**src/rtl/pdsc_pkg.sv**
```systemverilog
package pdsc_pkg;
   // register byte offsets
   localparam logic [7:0] OFS_PLL0_DIV = 8'h00;
   localparam logic [7:0] OFS_PLL1_DIV = 8'h04;
   localparam logic [7:0] OFS_PLL2_DIV = 8'h08;
   localparam logic [7:0] OFS_PLL3_DIV = 8'h0c;
   localparam logic [7:0] OFS_MULT01 = 8'h10;
   localparam logic [7:0] OFS_MULT23 = 8'h14;
   localparam logic [7:0] OFS_BANK1 = 8'h20;
   localparam logic [7:0] OFS_STATUS = 8'h38;
   localparam logic [7:0] OFS_P3_CTRL = 8'h4c;
   localparam logic [7:0] OFS_P3_LOOP = 8'h50;
   localparam logic [7:0] OFS_SS_CTRL = 8'hac;
   localparam logic [7:0] OFS_SS_SDLO = 8'hb0;
   localparam logic [7:0] OFS_SS_SDHI = 8'hb4;
   localparam logic [7:0] OFS_SS_STAT = 8'hb8;
   // field positions
   localparam int POS_REF = 0;
   localparam int POS_FB = 8;
   localparam int POS_ADD = 24;
   localparam int POS_MODE = 8;
   localparam int POS_DRV = 9;
   localparam int POS_NSSC = 4;
   localparam int POS_OFS = 8;
   localparam int POS_DITHER = 16;
   localparam int POS_DBL = 17;
   localparam int POS_P3EN = 0;
   localparam int POS_P3REF = 8;
   // values after reset
   localparam logic [6:0] RST_REF = 7'h01;
   localparam logic [6:0] RST_REF3 = 7'h03;
   localparam logic [11:0] RST_FB = 12'h00c;
   localparam logic [6:0] RST_CODE = 7'h7f;
   localparam logic RST_MODE = 1'b1;
   localparam logic [7:0] RST_LFSR = 8'h01;
   // counts
   localparam int NUM_BANKS = 6;
   localparam int NUM_SD = 12;
   localparam logic [4:0] TSSC_ADD = 5'h02;
   localparam logic [6:0] REF_MIN3 = 7'h03;
   // disabled output drive
   localparam logic [1:0] DRV_LOW = 2'h0;
   localparam logic [1:0] DRV_HIGH = 2'h1;

   typedef struct packed {
      logic [3:0] add;
      logic [11:0] fb_div;
      logic [6:0] ref_div;
   } pdsc_pll_div_t;

   typedef struct packed {
      logic [1:0] disabled_output_drive_mode;
      logic divider_mode_bit;
      logic [6:0] code;
   } pdsc_out_cfg_t;

   typedef struct packed {
      logic sel;
      logic [1:0] trans;
      logic write;
      logic [2:0] size;
      logic [31:0] addr;
   } pdsc_ahb_req_t;
endpackage

```
**src/rtl/pdsc_out_div.sv**
```systemverilog
`timescale 1ns/1ps
module pdsc_out_div #(
   parameter int CODE_W = 7
) (
   input wire logic hclk,
   input wire logic hresetn,
   input wire pdsc_pkg::pdsc_out_cfg_t cfg,
   input wire logic src_edge,
   output logic clk_out,
   output logic out_oe_n,
   output logic disabled
);
   initial begin
      if (CODE_W != 7) $error("pdsc_out_div: CODE_W must be 7");
   end

   logic [8:0] cnt_r;
   logic [8:0] cnt_nxt;
   logic clk_r;
   logic clk_nxt;
   logic oe_n_r;
   logic oe_n_nxt;
   wire all_ones = &cfg.code;
   wire mode = cfg.divider_mode_bit;
   wire [8:0] q_div = ({2'h0, cfg.code} + 9'h002) << 1;
   // ratio in source edges per output edge
   wire [8:0] ratio = (all_ones && mode) ? 9'h001 :
                      (!mode) ? 9'h002 : q_div;
   assign disabled = all_ones && !mode;
   wire wrap = (cnt_r >= ratio - 9'h001);
   wire [1:0] drv_mode = cfg.disabled_output_drive_mode;
   localparam logic [1:0] DRV_HIGH_L = pdsc_pkg::DRV_HIGH;

   always_comb begin
      cnt_nxt = cnt_r;
      clk_nxt = clk_r;
      oe_n_nxt = 1'b0;
      if (disabled) begin
         // stays powered, no clock, parked per drive mode
         cnt_nxt = 9'h000;
         clk_nxt = (drv_mode == DRV_HIGH_L);
         oe_n_nxt = drv_mode[1];
      end else if (src_edge) begin
         cnt_nxt = wrap ? 9'h000 : cnt_r + 9'h001;
         clk_nxt = wrap ? !clk_r : clk_r;
      end
   end

   always_ff @(posedge hclk or negedge hresetn) begin
      if (!hresetn) begin
         cnt_r <= 9'h000;
         clk_r <= 1'b0;
         oe_n_r <= 1'b0;
      end else begin
         cnt_r <= cnt_nxt;
         clk_r <= clk_nxt;
         oe_n_r <= oe_n_nxt;
      end
   end
   assign clk_out = clk_r;
   assign out_oe_n = oe_n_r;
endmodule

```
**src/rtl/pdsc_top.sv**
```systemverilog
// Added by the designer: register access over AHB-Lite and the placing of the registers.
`timescale 1ns/1ps
module pdsc_top #(
   parameter int NBANK = 6,
   parameter int NSD = 12
) (
   input wire logic hclk,
   input wire logic hresetn,
   input wire logic hsel,
   input wire logic [31:0] haddr,
   input wire logic [1:0] htrans,
   input wire logic hwrite,
   input wire logic [2:0] hsize,
   input wire logic [31:0] hwdata,
   input wire logic hready,
   output logic [31:0] hrdata,
   output logic hreadyout,
   output logic hresp,
   input wire logic [NBANK:0] bank_src_edge,
   input wire logic pfd_tick,
   output logic [NBANK:0] bank_clk,
   output logic [NBANK:0] bank_oe_n,
   output pdsc_pkg::pdsc_pll_div_t [3:0] pll_div,
   output logic [13:0] pll0_mult,
   output logic [11:0] pll1_mult,
   output logic [11:0] pll2_mult,
   output logic [11:0] pll3_mult,
   output logic [2:0] pll_power_down,
   output logic pll3_ref_unusable,
   output logic spread_active,
   output logic signed [9:0] spread_mod,
   output logic pll3_spread_enable,
   output logic [7:0] pll3_spread_ref_divide,
   output logic [15:0] pll3_spread_loop_count
);
   initial begin
      if (NBANK != pdsc_pkg::NUM_BANKS || NSD != pdsc_pkg::NUM_SD)
         $error("pdsc_top: bank and sample counts are fixed");
   end

   ////////////////////////////////////////////////////////////////////////
   // bus slave
   pdsc_pkg::pdsc_ahb_req_t req;
   assign req = '{sel: hsel, trans: htrans, write: hwrite, size: hsize,
                  addr: haddr};
   wire take = req.sel && req.trans[1] && hready;
   logic wr_pend_r;
   logic [7:0] wr_addr_r;
   logic [31:0] rdata_r;
   wire [7:0] ra = req.addr[7:0];
   assign hreadyout = 1'b1;
   assign hresp = 1'b0;
   assign hrdata = rdata_r;

   always_ff @(posedge hclk or negedge hresetn) begin
      if (!hresetn) begin
         wr_pend_r <= 1'b0;
         wr_addr_r <= 8'h00;
      end else begin
         wr_pend_r <= take && req.write;
         wr_addr_r <= req.addr[7:0];
      end
   end

   ////////////////////////////////////////////////////////////////////////
   // configuration registers
   pdsc_pkg::pdsc_pll_div_t [3:0] div_r;
   pdsc_pkg::pdsc_out_cfg_t [NBANK-1:0] bank_r;
   logic [3:0] tssc_r;
   logic [2:0] nssc_r;
   logic [5:0] ofs_r;
   logic dither_r;
   logic dbl_r;
   logic [NSD-1:0][3:0] delta_r;
   logic [NBANK-1:0] bank_dis;
   logic p3en_r;
   logic [7:0] p3ref_r;
   logic [15:0] p3loop_r;
   wire wr_ss = wr_pend_r && wr_addr_r == pdsc_pkg::OFS_SS_CTRL;
   wire wr_sdlo = wr_pend_r && wr_addr_r == pdsc_pkg::OFS_SS_SDLO;
   wire wr_sdhi = wr_pend_r && wr_addr_r == pdsc_pkg::OFS_SS_SDHI;
   wire wr_p3c = wr_pend_r && wr_addr_r == pdsc_pkg::OFS_P3_CTRL;
   wire wr_p3l = wr_pend_r && wr_addr_r == pdsc_pkg::OFS_P3_LOOP;

   genvar g;
   generate
      for (g = 0; g < 4; g++) begin : g_pll
         wire hit = wr_pend_r && wr_addr_r == 8'(g * 4);
         always_ff @(posedge hclk or negedge hresetn) begin
            if (!hresetn) begin
               div_r[g].ref_div <= (g == 3) ? pdsc_pkg::RST_REF3
                                            : pdsc_pkg::RST_REF;
               div_r[g].fb_div <= pdsc_pkg::RST_FB;
               div_r[g].add <= 4'h0;
            end else if (hit) begin
               div_r[g].ref_div <= hwdata[pdsc_pkg::POS_REF +: 7];
               div_r[g].fb_div <= hwdata[pdsc_pkg::POS_FB +: 12];
               div_r[g].add <= (g == 0) ? hwdata[pdsc_pkg::POS_ADD +: 4]
                                        : 4'h0;
            end
         end
      end
      for (g = 0; g < NBANK; g++) begin : g_bank
         wire hit = wr_pend_r && wr_addr_r == pdsc_pkg::OFS_BANK1 + 8'(g * 4);
         always_ff @(posedge hclk or negedge hresetn) begin
            if (!hresetn) begin
               bank_r[g].code <= pdsc_pkg::RST_CODE;
               bank_r[g].divider_mode_bit <= pdsc_pkg::RST_MODE;
               bank_r[g].disabled_output_drive_mode <= pdsc_pkg::DRV_LOW;
            end else if (hit) begin
               bank_r[g].code <= hwdata[6:0];
               bank_r[g].divider_mode_bit <= hwdata[pdsc_pkg::POS_MODE];
               bank_r[g].disabled_output_drive_mode <=
                  hwdata[pdsc_pkg::POS_DRV +: 2];
            end
         end
         // banks 1..6 own a divider
         pdsc_out_div #(.CODE_W(7)) u_div (
            .hclk(hclk),
            .hresetn(hresetn),
            .cfg(bank_r[g]),
            .src_edge(bank_src_edge[g+1]),
            .clk_out(bank_clk[g+1]),
            .out_oe_n(bank_oe_n[g+1]),
            .disabled(bank_dis[g])
         );
      end
   endgenerate

   always_ff @(posedge hclk or negedge hresetn) begin
      if (!hresetn) begin
         tssc_r <= 4'h0;
         nssc_r <= 3'h0;
         ofs_r <= 6'h00;
         dither_r <= 1'b0;
         dbl_r <= 1'b0;
         delta_r <= '0;
         p3en_r <= 1'b0;
         p3ref_r <= 8'h00;
         p3loop_r <= 16'h0000;
      end else begin
         if (wr_ss) begin
            tssc_r <= hwdata[3:0];
            nssc_r <= hwdata[pdsc_pkg::POS_NSSC +: 3];
            ofs_r <= hwdata[pdsc_pkg::POS_OFS +: 6];
            dither_r <= hwdata[pdsc_pkg::POS_DITHER];
            dbl_r <= hwdata[pdsc_pkg::POS_DBL];
         end
         if (wr_sdlo) delta_r[7:0] <= hwdata;
         if (wr_sdhi) delta_r[11:8] <= hwdata[15:0];
         if (wr_p3c) begin
            p3en_r <= hwdata[pdsc_pkg::POS_P3EN];
            p3ref_r <= hwdata[pdsc_pkg::POS_P3REF +: 8];
         end
         if (wr_p3l) p3loop_r <= hwdata[15:0];
      end
   end

   ////////////////////////////////////////////////////////////////////////
   // multipliers and power state
   wire [13:0] n2 = {1'b0, div_r[0].fb_div, 1'b0};
   assign pll0_mult = (div_r[0].add != 4'h0) ?
                      n2 + {10'h000, div_r[0].add} + 14'h0001 : n2;
   assign pll1_mult = div_r[1].fb_div;
   assign pll2_mult = div_r[2].fb_div;
   assign pll3_mult = div_r[3].fb_div;
   assign pll_div = div_r;
   generate
      for (g = 0; g < 3; g++) begin : g_pd
         assign pll_power_down[g] = div_r[g].ref_div == 7'h00;
      end
   endgenerate
   assign pll3_ref_unusable =
      div_r[3].ref_div < pdsc_pkg::REF_MIN3;
   assign pll3_spread_enable = p3en_r;
   assign pll3_spread_ref_divide = p3ref_r;
   assign pll3_spread_loop_count = p3loop_r;

   // bank 0 follows its source with no divider
   logic b0_r;
   always_ff @(posedge hclk or negedge hresetn) begin
      if (!hresetn) b0_r <= 1'b0;
      else if (bank_src_edge[0]) b0_r <= !b0_r;
   end
   assign bank_clk[0] = b0_r;
   assign bank_oe_n[0] = 1'b0;

   ////////////////////////////////////////////////////////////////////////
   // spread modulator
   logic [4:0] step_cnt_r;
   logic [3:0] idx_r;
   logic [1:0] quad_r;
   logic [7:0] acc_r;
   logic [7:0] lfsr_r;
   logic signed [9:0] mod_r;
   assign spread_active = tssc_r != 4'h0;
   wire [4:0] t_len = {1'b0, tssc_r} + pdsc_pkg::TSSC_ADD;
   wire [4:0] n_len = {1'b0, nssc_r, 1'b0};
   wire step_p = spread_active && pfd_tick
                 && step_cnt_r == t_len - 5'h01;
   wire [3:0] delta_cur = (idx_r < 4'(NSD)) ? delta_r[idx_r] : 4'h0;
   wire fwd_end = {1'b0, idx_r} + 5'h01 >= n_len;
   wire rising = !quad_r[0];
   // forward in even quadrants, backward in odd ones
   wire [7:0] acc_nxt = rising ? acc_r + {4'h0, delta_cur}
                               : acc_r - {4'h0, delta_cur};
   wire turn = rising ? fwd_end : idx_r == 4'h0;
   wire [8:0] mag = dbl_r ? {acc_r, 1'b0} : {1'b0, acc_r};
   wire signed [9:0] smag = quad_r[1] ? -$signed({1'b0, mag})
                                      : $signed({1'b0, mag});
   wire signed [9:0] mod_sum = smag + $signed({4'h0, ofs_r});
   wire lfsr_fb = lfsr_r[7] ^ lfsr_r[5] ^ lfsr_r[4] ^ lfsr_r[3];
   wire dither_bit = dither_r & lfsr_r[0];
   wire signed [9:0] mod_nxt = {mod_sum[9:1], mod_sum[0] ^ dither_bit};

   always_ff @(posedge hclk or negedge hresetn) begin
      if (!hresetn) begin
         lfsr_r <= pdsc_pkg::RST_LFSR;
      end else if (pfd_tick) begin
         lfsr_r <= {lfsr_r[6:0], lfsr_fb};
      end
   end

   always_ff @(posedge hclk or negedge hresetn) begin
      if (!hresetn) begin
         step_cnt_r <= 5'h00;
         idx_r <= 4'h0;
         quad_r <= 2'h0;
         acc_r <= 8'h00;
      end else if (!spread_active) begin
         step_cnt_r <= 5'h00;
         idx_r <= 4'h0;
         quad_r <= 2'h0;
         acc_r <= 8'h00;
      end else if (pfd_tick) begin
         step_cnt_r <= step_p ? 5'h00 : step_cnt_r + 5'h01;
         if (step_p) begin
            acc_r <= acc_nxt;
            quad_r <= turn ? quad_r + 2'h1 : quad_r;
            if (!turn) idx_r <= rising ? idx_r + 4'h1 : idx_r - 4'h1;
         end
      end
   end

   always_ff @(posedge hclk or negedge hresetn) begin
      if (!hresetn) mod_r <= 10'sh000;
      else mod_r <= spread_active ? mod_nxt : 10'sh000;
   end
   assign spread_mod = mod_r;

   ////////////////////////////////////////////////////////////////////////
   // read data
   logic [31:0] rd_mux;
   wire [2:0] bank_rd = 3'((ra - pdsc_pkg::OFS_BANK1) >> 2);
   pdsc_pkg::pdsc_out_cfg_t bank_sel;
   assign bank_sel = bank_r[bank_rd];
   always_comb begin
      rd_mux = 32'h0000_0000;
      case (ra)
         pdsc_pkg::OFS_PLL0_DIV,
         pdsc_pkg::OFS_PLL1_DIV,
         pdsc_pkg::OFS_PLL2_DIV,
         pdsc_pkg::OFS_PLL3_DIV: begin
            rd_mux = {4'h0, div_r[ra[3:2]].add, 4'h0,
                      div_r[ra[3:2]].fb_div, 1'b0, div_r[ra[3:2]].ref_div};
         end
         pdsc_pkg::OFS_MULT01: rd_mux = {4'h0, pll1_mult, 2'h0, pll0_mult};
         pdsc_pkg::OFS_MULT23: rd_mux = {4'h0, pll3_mult, 4'h0, pll2_mult};
         pdsc_pkg::OFS_STATUS: begin
            rd_mux = {20'h00000, 2'h0, bank_dis, pll3_ref_unusable,
                      pll_power_down};
         end
         pdsc_pkg::OFS_P3_CTRL: rd_mux = {16'h0000, p3ref_r, 7'h00, p3en_r};
         pdsc_pkg::OFS_P3_LOOP: rd_mux = {16'h0000, p3loop_r};
         pdsc_pkg::OFS_SS_CTRL: begin
            rd_mux = {14'h0, dbl_r, dither_r, 2'h0, ofs_r, 1'b0, nssc_r,
                      tssc_r};
         end
         pdsc_pkg::OFS_SS_SDLO: rd_mux = delta_r[7:0];
         pdsc_pkg::OFS_SS_SDHI: rd_mux = {16'h0000, delta_r[11:8]};
         pdsc_pkg::OFS_SS_STAT: begin
            rd_mux = {6'h00, mod_r, acc_r, 2'h0, quad_r, idx_r};
         end
         default: begin
            if (ra >= pdsc_pkg::OFS_BANK1 && ra < pdsc_pkg::OFS_STATUS)
               rd_mux = {21'h0, bank_sel.disabled_output_drive_mode,
                         bank_sel.divider_mode_bit, 1'b0, bank_sel.code};
         end
      endcase
   end

   always_ff @(posedge hclk or negedge hresetn) begin
      if (!hresetn) rdata_r <= 32'h0000_0000;
      else if (take && !req.write) rdata_r <= rd_mux;
   end
endmodule
```
**config.mk**
```make
export PLATFORM = sky130hd
export DESIGN_NAME = pdsc_top
export DESIGN_NICKNAME = d
export VERILOG_FILES = /design/src/rtl/pdsc_pkg.sv /design/src/rtl/pdsc_out_div.sv /design/src/rtl/pdsc_top.sv
export SDC_FILE = /design/constraint.sdc
export NUM_CORES = 1
export LEC_CHECK = 0
export ABC_AREA = 1
export BUFFER_PORTS_ARGS = -buffer_cell sky130_fd_sc_hd__buf_4
export CORE_UTILIZATION = 40
export CTS_CLUSTER_DIAMETER = 60
export CTS_CLUSTER_SIZE = 28
export DETAILED_ROUTE_END_ITERATION = 8
export PLACE_DENSITY_LB_ADDON = 0.05
export SLEW_MARGIN = 20
export SYNTH_ARGS = -nofsm -noshare
export SYNTH_HDL_FRONTEND = slang
export SYNTH_SLANG_ARGS = --single-unit
```
**constraint.sdc**
```tcl
create_clock -name hclk -period 3.44 [get_ports hclk]
set_clock_uncertainty 0.1 [all_clocks]
set_input_delay 0 -clock hclk [delete_from_list [all_inputs] [get_ports hclk]]
set_output_delay 0 -clock hclk [all_outputs]
set_load 0.02 [all_outputs]
```
==> results of run 1 <==
==> cells in the mapped netlist, drive strengths merged (2+ instances only) <==
cell | instances | share of area [%]
a211oi | 4 | 0.15
a21boi | 2 | 0.066
a21o | 6 | 0.20
a21oi | 77 | 1.7
a221oi | 3 | 0.12
a22oi | 7 | 0.23
a31o | 2 | 0.077
a31oi | 9 | 0.25
and2 | 4 | 0.11
and3 | 3 | 0.083
buf | 104 | 3.2
clkbuf | 67 | 1.1
conb | 2 | 0.033
dfrtp | 311 | 34
dfstp | 62 | 7.2
fa | 4 | 0.35
ha | 95 | 5.2
inv | 297 | 4.9
nand2 | 793 | 14
nand3 | 167 | 3.9
nand3b | 16 | 0.53
nand4 | 61 | 1.7
nor2 | 258 | 4.9
nor3 | 38 | 1.0
nor3b | 4 | 0.18
nor4 | 4 | 0.11
o2111ai | 4 | 0.15
o211ai | 9 | 0.30
o21a | 6 | 0.20
o21ai | 371 | 8.3
o21bai | 2 | 0.066
o221ai | 7 | 0.27
o22ai | 52 | 1.4
or2 | 8 | 0.22
xnor2 | 24 | 0.93
xor2 | 69 | 2.7
==> registers in the layout (all words and copies together), names as in the netlist, 10 cells and up <==
signal,cells
bank_r,60
delta_r,48
g_bank.u_div.cnt_r,54
hrdata,32
pll1_mult,12
pll2_mult,12
pll3_mult,12
pll3_spread_loop_count,16
pll_div,44
spread_mod,10
==> critical path: stages (launching register included) <==
cell and delay (ps):
sky130_fd_sc_hd__dfstp_2 590, sky130_fd_sc_hd__nand2_1 120, sky130_fd_sc_hd__inv_2 90, sky130_fd_sc_hd__nand4_4 150
sky130_fd_sc_hd__nand3_1 170, sky130_fd_sc_hd__nand2_1 100, sky130_fd_sc_hd__nor2_1 210, sky130_fd_sc_hd__nand3_1 140
sky130_fd_sc_hd__xor2_1 170, sky130_fd_sc_hd__ha_1 320, sky130_fd_sc_hd__a21oi_1 220, sky130_fd_sc_hd__o21a_1 150
sky130_fd_sc_hd__nand4_1 140, sky130_fd_sc_hd__nor2_4 210, sky130_fd_sc_hd__nor2_8 70, sky130_fd_sc_hd__nor2_1 90
sky130_fd_sc_hd__a21oi_1 40
==> per-stage QoR <==
step / TNS [ps] / power [W]
final: 0 / 0.0130
after global routing: -9.10 / 0.0137
after global placement: 0 / 0.00811
after floorplan: 0 / 0.00711
after CTS: 0 / 0.0131
after detailed placement: 0 / 0.00815
==> how the worst max path moves through the flow <==
stage          startpoint                       to  depth (start not counted)
5_1_grt          idx_r[0]                 acc_r[6]                         20
6_report       bank_r[23]  g_bank[2].u_div.clk_out                         16
2_1_floorplan  bank_r[27]  g_bank[2].u_div.clk_out                         17
3_3_place_gp   bank_r[21]  g_bank[2].u_div.clk_out                         14
4_1_cts        bank_r[24]  g_bank[2].u_div.clk_out                         16
3_5_place_dp   bank_r[21]  g_bank[2].u_div.clk_out                         14
==> routing by layer <==
| metal | part of all wire, % | GRT usage (%) | vias to the layer above |
|---|---|---|---|
| li1 | - | - | 10200 |
| met4 | 4.2 | 11.9 | 0 |
| met2 | 47 | 46.4 | 713 |
| met5 | 0 | 0 | - |
| met1 | 43 | 36.7 | 10100 |
| met3 | 5.4 | 3.90 | 166 |
==> repair_timing <==
item | CTS | global route
endpoints found under the setup margin | 0 | 41
hold buffers | 50 | 0
buffers inserted | 0 | 2
hold endpoints to repair | 573 | 0
resized for setup | 0 | 16
==> power breakdown <==
| part | internal [W] | total (W) | switching, W |
|---|---|---|---|
| Combinational | 0.00126 | 0.00320 | 0.00194 |
| Clock | 0.00274 | 0.00483 | 0.00210 |
| Sequential | 0.00468 | 0.00499 | 0.000307 |
==> area by class of cell <==
cell class | count | area share (%)
multi-input cells | 2126 | 41.5
flip-flops and latches | 373 | 34.8
repair buffers | 363 | 10.8
inverters | 298 | 4.14
clock buffers | 46 | 4.05
well taps | 748 | 3.46
clock inverters | 25 | 1.28
diodes | 2 | 0.0185
==> logic make-up (layout without fill, tap and decap cells) <==
group	count (synthesis)	after routing	synth area share, %
simple gates	1356	1356	26.4
buf+inv	469	732	9.27
flops	373	373	41.5
compound gates	563	563	13.6
xor+xnor	93	93	3.59
other cells	2	17	0.0331
fa+ha+maj	99	99	5.60
==> results.md, run 1 <==
• **total number of clock tree sinks** 373
• **length of the first detailed-routing pass in iterations** 7
• **mean area per synthesized cell** 7.67 µm²
• **max-capacitance violation count** 0
• **worst min-delay path category** primary input to register
• **global-route congestion overflow total** 0
• **Critical Setup Path Class** register to register
• **Detailed Place HPWL** 60.6 mm
• **depth of the CTS H-tree** 2
• **placer's final routability congestion estimate** 0.946
• **Worst Setup End Kind** register
• **library cell used as clock root buffer** sky130_fd_sc_hd__clkbuf_16
• **Static Leakage** 14.4 nW
• **portion of the clock cycle consumed by the worst path in the final layout** 93.0%
• **headroom to the max-slew limit** 31.1%
• **number of setup violations in the final report** 0
• **DIE HEIGHT** 240 µm
• **path depth of the worst reg2reg path** 16
• **nets** 3382
• **I/O Buffers** 268
• **setup slack of the most critical reg-to-reg path** 240 ps
• **post-synthesis sequential area ratio** 41.5%
• **antenna-violating nets left** 0
• **source of the worst hold timing path** hwdata[6]
• **Reg2Reg Launch Point** bank_r[23]
• **clock transition at the registers of the reported paths** 70 ps
• **first-pass GRT wire length** 122 mm
• **detailed-route wire length** 81.0 mm
• **TritonCTS clock tree** built
• **Avg WL per Cell** 20.3 µm
• **TritonCTS Buffers** 39
• **number of placed instances, taps included** 3856
• **end of the worst register-to-register path** g_bank[2].u_div.clk_out
• **Netlist Area Pre-Place** 22700 µm²
• **pin count of the biggest net entering global routing** 106
• **final cell count without fillers** 3981
• **nature of the critical path startpoint** register
• **Tmin final** 3200 ps
• **number of cells on the worst hold path** 3
• **Via density** 5.31
• **primary flip-flop cell chosen by synthesis mapping** sky130_fd_sc_hd__dfrtp_1
• **CP Max Fanout** 8
• **iteration-0 DRC count of the detailed router** 1683
• **fin worst setup slack** 241 ps
• **initial antenna violation count** 2
• **total core area** 55500 µm²
• **Gate Count Post-Synth** 2955
• **most used cells in the layout excluding fill and tap cells** sky130_fd_sc_hd__nand2_1, sky130_fd_sc_hd__o21ai_0, sky130_fd_sc_hd__dfrtp_1
• **leading cell type in the layout, fill and taps excluded** sky130_fd_sc_hd__nand2_1
• **share of async-settable or async-resettable flops after synthesis** 100%
• **area enclosed by the die boundary** 57600 µm²
• **share of cells above drive strength 1** 17.7%
• **post-synthesis sequential element count** 373
• **Final Max Tran Viols** 0
• **via total after detailed routing** 21100
• **placement-stage worst setup slack** 115 ps
• **number of top-level design ports** 312
• **utilization after layout** 48.8%
• **P&R area growth vs syn** 19.4%
• **number of enable flip-flop cells after synthesis** 0
• **DP Area** 25100 µm²
• **Worst Hold Margin** 35.2 ps
• **Synth cell types** 61
• **Die Width** 240 µm
• **maximum operating frequency** 0.313 GHz
• **synthesis warning total** 0
• **required arrival time at the worst endpoint** 3800 ps
• **multi-input gate area in the final layout** 11200 µm²
• **row cnt** 86
• **result of the run** completed
• **post-route cell area** 27100 µm²
• **largest voltage drop on the vdd net** 0.505 mV
• **residual DRC count** 0
• **total global routing track utilization** 28.1%
• **Slew @ Worst Pin** 1030 ps
• **maximum clock path buffer count** 3
• **via count of the first global-routing pass** 20300
• **hold path endpoint** pll3_spread_loop_count[6]
• **arrival time at the worst endpoint** 3560 ps
• **footprint of the flip-flops and latches** 9410 µm²
• **power per unit of standard cell area** 481 nW/µm²
• **Layout fillers** 5467
• **Skew-Pair Late Insertion Delay** 580 ps
• **effective utilization at floorplan** 40.8%
• **hold violation total from the final report** 0
Note: power is estimated with default switching activity, not from simulation.
==> run 2: changes to the inputs <==
--- a/config.mk
+++ b/config.mk
@@ -5,7 +5,6 @@
 export SDC_FILE = /design/constraint.sdc
 export NUM_CORES = 1
 export LEC_CHECK = 0
-export ABC_AREA = 1
 export BUFFER_PORTS_ARGS = -buffer_cell sky130_fd_sc_hd__buf_4
 export CORE_UTILIZATION = 40
 export CTS_CLUSTER_DIAMETER = 60
==> results.md, run 2 <==
• **post-synthesis sequential area ratio** 41.7%, was 41.5%
• **top cell type's share of synthesized area** 34.5%, was 34.3%
• **length of the first detailed-routing pass in iterations** 8, was 7
• **Static Leakage** 12.9 nW, was 14.4 nW
• **total number of clock tree sinks** 373, unchanged
• **most used cells in the layout excluding fill and tap cells** sky130_fd_sc_hd__buf_4, sky130_fd_sc_hd__dfrtp_1, sky130_fd_sc_hd__mux2_2, was sky130_fd_sc_hd__nand2_1, sky130_fd_sc_hd__o21ai_0, sky130_fd_sc_hd__dfrtp_1
• **Layout fillers** 4964, was 5467
• **Synth cell types** 90, was 61
• **primary flip-flop cell chosen by synthesis mapping** sky130_fd_sc_hd__dfrtp_1, unchanged
• **Via density** 5.67, was 5.31
• **unrepaired setup endpoints after global routing** yes
• **mean area per synthesized cell** 10.5 µm², was 7.67 µm²
• **Final Max Tran Viols** 0, unchanged
• **fin worst setup slack** -95.6 ps, was 241 ps
• **Worst Hold Margin** 34.4 ps, was 35.2 ps
• **Avg WL per Cell** 24.5 µm, was 20.3 µm
• **sum of negative setup slack** -587 ps, was 0 ps
• **DP Area** 25800 µm², was 25100 µm²
• **Worst Setup End Kind** register, unchanged
• **Gate Count Post-Synth** 2154, was 2955
• **power per unit of standard cell area** 531 nW/µm², was 481 nW/µm²
• **antenna-violating nets left** 0, unchanged
• **iteration-0 DRC count of the detailed router** 1289, was 1683
• **placer's final routability congestion estimate** 0.882, was 0.946
• **total core area** 55400 µm², was 55500 µm²
• **leading cell type by number of instances after synthesis** sky130_fd_sc_hd__dfrtp_1, was sky130_fd_sc_hd__nand2_1
• **area enclosed by the die boundary** 57300 µm², was 57600 µm²
• **I/O Buffers** 268, unchanged
• **library cell used as clock root buffer** sky130_fd_sc_hd__clkbuf_16, unchanged
• **number of top-level design ports** 312, unchanged
• **maximum operating frequency** 0.283 GHz, was 0.313 GHz
• **maximum clock path buffer count** 3, unchanged
• **library cell with the largest summed area after synthesis** sky130_fd_sc_hd__dfrtp_1, unchanged
• **headroom to the max-slew limit** 43.9%, was 31.1%
• **max FFs per register** 60, unchanged
• **Worst setup endpoint** g_bank[0].u_div.cnt_r[6], was g_bank[2].u_div.clk_out
• **clock transition at the registers of the reported paths** 80 ps, was 70 ps
• **residual DRC count** 0, unchanged
• **depth of the CTS H-tree** 2, unchanged
• **arrival time at the worst endpoint** 3940 ps, was 3560 ps
• **CP Max Fanout** 5, was 8
• **worst min-delay path category** primary input to register, unchanged
• **final cell count without fillers** 3298, was 3981
• **TritonCTS Buffers** 42, was 39
• **result of the run** complete, but fails checks, was completed
• **Skew-Pair Late Insertion Delay** 600 ps, was 580 ps
• **total global routing track utilization** 28.1%, about the same
• **post-synthesis sequential element count** 373, unchanged
• **via count of the first global-routing pass** 18200, was 20300
• **Tmin final** 3540 ps, was 3200 ps
• **post-route cell area** 28400 µm², was 27100 µm²
• **first-pass GRT wire length** 120 mm, was 122 mm
• **Slew @ Worst Pin** 841 ps, was 1030 ps
• **initial antenna violation count** 3, was 2
• **largest register by flop count** bank_r, unchanged
• **number of enable flip-flop cells after synthesis** 0, unchanged
• **max-capacitance violation count** 0, unchanged
• **utilization after layout** 51.2%, was 48.8%
• **Die Width** 239 µm, was 240 µm
• **share of async-settable or async-resettable flops after synthesis** 100%, unchanged
• **detailed-route wire length** 80.7 mm, was 81.0 mm
• **global-route congestion overflow total** 0, unchanged
• **number of placed instances, taps included** 3152, was 3856
• **nets** 2696, was 3382
• **row cnt** 86, unchanged
• **end of the worst register-to-register path** g_bank[0].u_div.cnt_r[6], was g_bank[2].u_div.clk_out
• **effective utilization at floorplan** 40.7%, was 40.8%
• **DIE HEIGHT** 239 µm, was 240 µm
• **nature of the critical path startpoint** register, unchanged
• **Detailed Place HPWL** 59.1 mm, was 60.6 mm
• **synthesis warning total** 0, unchanged
• **via total after detailed routing** 18700, was 21100
• **Crit. Startpoint** bank_r[1], was bank_r[23]
• **top cells by area in the synthesized netlist** sky130_fd_sc_hd__dfrtp_1, sky130_fd_sc_hd__mux2_2, sky130_fd_sc_hd__dfstp_2, was sky130_fd_sc_hd__dfrtp_1, sky130_fd_sc_hd__nand2_1, sky130_fd_sc_hd__o21ai_0
• **hold violation total from the final report** 0, unchanged
• **leading cell type in the layout, fill and taps excluded** sky130_fd_sc_hd__buf_4, was sky130_fd_sc_hd__nand2_1
• **largest voltage drop on the vdd net** 0.366 mV, was 0.505 mV
• **P&R area growth vs syn** 25.9%, was 19.4%
• **source of the worst hold timing path** bank_src_edge[0], was hwdata[6]
• **commonest cells in the synthesized netlist** sky130_fd_sc_hd__dfrtp_1, sky130_fd_sc_hd__mux2_2, sky130_fd_sc_hd__nor2_1, sky130_fd_sc_hd__nand2_1, sky130_fd_sc_hd__ha_1, was sky130_fd_sc_hd__nand2_1, sky130_fd_sc_hd__o21ai_0, sky130_fd_sc_hd__dfrtp_1, sky130_fd_sc_hd__inv_1, sky130_fd_sc_hd__nor2_1
• **Critical Setup Path Class** register to register, unchanged
• **number of setup violations in the final report** 9, was 0
• **portion of the clock cycle consumed by the worst path in the final layout** 103%, was 93.0%
• **registers with the highest flip-flop counts** bank_r (60), g_bank.u_div.cnt_r (54), delta_r (48), unchanged
• **path depth of the worst reg2reg path** 13, was 16
• **required arrival time at the worst endpoint** 3850 ps, was 3800 ps
• **pin count of the biggest net entering global routing** 82, was 106
• **setup slack of the most critical reg-to-reg path** -100 ps, was 240 ps
• **Netlist Area Pre-Place** 22600 µm², was 22700 µm²
• **TritonCTS clock tree** built, unchanged
• **violated checks** setup timing
• **share of cells above drive strength 1** 37.8%, was 17.7%
• **Reg2Reg Launch Point** bank_r[1], was bank_r[23]
-- run 2: cell types whose count changed in the layout (fill, tap and decap cells not counted), moves of 37 or more --
cell                      delta
sky130_fd_sc_hd__o22ai_1    -41
sky130_fd_sc_hd__nand3_1   -111
sky130_fd_sc_hd__buf_4     +108
sky130_fd_sc_hd__o21ai_0   -267
sky130_fd_sc_hd__nor2_1     -66
sky130_fd_sc_hd__xnor2_1    +37
sky130_fd_sc_hd__nand4_1    -42
sky130_fd_sc_hd__inv_1     -204
sky130_fd_sc_hd__mux4_2     +41
sky130_fd_sc_hd__nand2_1   -621
sky130_fd_sc_hd__mux2_2    +236
-- run 2: area by class of cell --
cell class,count,area (µm²),share of cell area [%]
tap,748,936,3.30
sequential,373,9410,33.2
clock buffer,47,1100,3.88
antenna,1,2.50,0.00882
multi-input combinational,1558,12500,43.9
clock inverter,31,400,1.41
timing repair buffer,481,3840,13.5
inverter,59,221,0.780
-- run 2: repair_timing --
action / in CTS / in global routing
buffers inserted: 9 / 3
gates cloned: 0 / 0
hold buffers: 55 / 0
gates resized for setup: 24 / 86
endpoints found under the hold margin: 557 / 0
pin swaps: 12 / 27
setup endpoints to repair: 25 / 64
-- run 2: layer usage --
metal | vias to the layer above | routed length (µm) | track usage (%)
met1 | 9393 | 34900 | 38.1
met5 | - | 13 | 0
li1 | 8495 | - | -
met4 | 2 | 2870 | 9.77
met3 | 138 | 5360 | 5.15
met2 | 673 | 37500 | 45.1
-- run 2: stage by stage --
stage | worst slack, ps | power, W
final | -95.6 | 0.0151
after global routing | -259 | 0.0159
after CTS | -82.4 | 0.0150
after detailed placement | -228 | 0.00988
after global placement | -161 | 0.00982
after floorplan | -26.1 | 0.00840
-- run 2: power breakdown --
group	internal (W)	switching (W)
Sequential	0.00490	0.000651
Clock	0.00266	0.00223
Combinational	0.00218	0.00246
-- run 2: worst min-delay path by stage --
stage,endpoint,slack [ps],cells past startpoint
floorplan,acc_r[0],-400,0
global placement,g_bank[2].u_div.cnt_r[7],-20,1
detailed placement,g_bank[2].u_div.cnt_r[5],-10,1
CTS,b0_r,10,3
global route,b0_r,20,3
finish,b0_r,30,3
-- run 2: cell families after synthesis --
family / count (synthesis) / share of synthesized area [%]
compound gates: 407 / 12.2
xor+xnor: 117 / 4.54
fa+ha+maj: 99 / 5.63
buf+inv: 236 / 5.24
flops: 373 / 41.7
mux: 296 / 16.7
other cells: 2 / 0.0333
simple gates: 624 / 13.9
-- run 2: worst max-delay path, stage by stage, from the launching register on --
cell	delay, ps
sky130_fd_sc_hd__dfstp_2	570
sky130_fd_sc_hd__ha_4	220
sky130_fd_sc_hd__nor4bb_4	290
sky130_fd_sc_hd__nand2_2	160
sky130_fd_sc_hd__nor2_4	130
sky130_fd_sc_hd__nor4b_2	60
sky130_fd_sc_hd__a211oi_2	230
sky130_fd_sc_hd__ha_1	290
sky130_fd_sc_hd__a21oi_2	160
sky130_fd_sc_hd__o22ai_2	90
sky130_fd_sc_hd__o21a_1	170
sky130_fd_sc_hd__or4_4	510
sky130_fd_sc_hd__or2_4	280
sky130_fd_sc_hd__o31ai_4	210
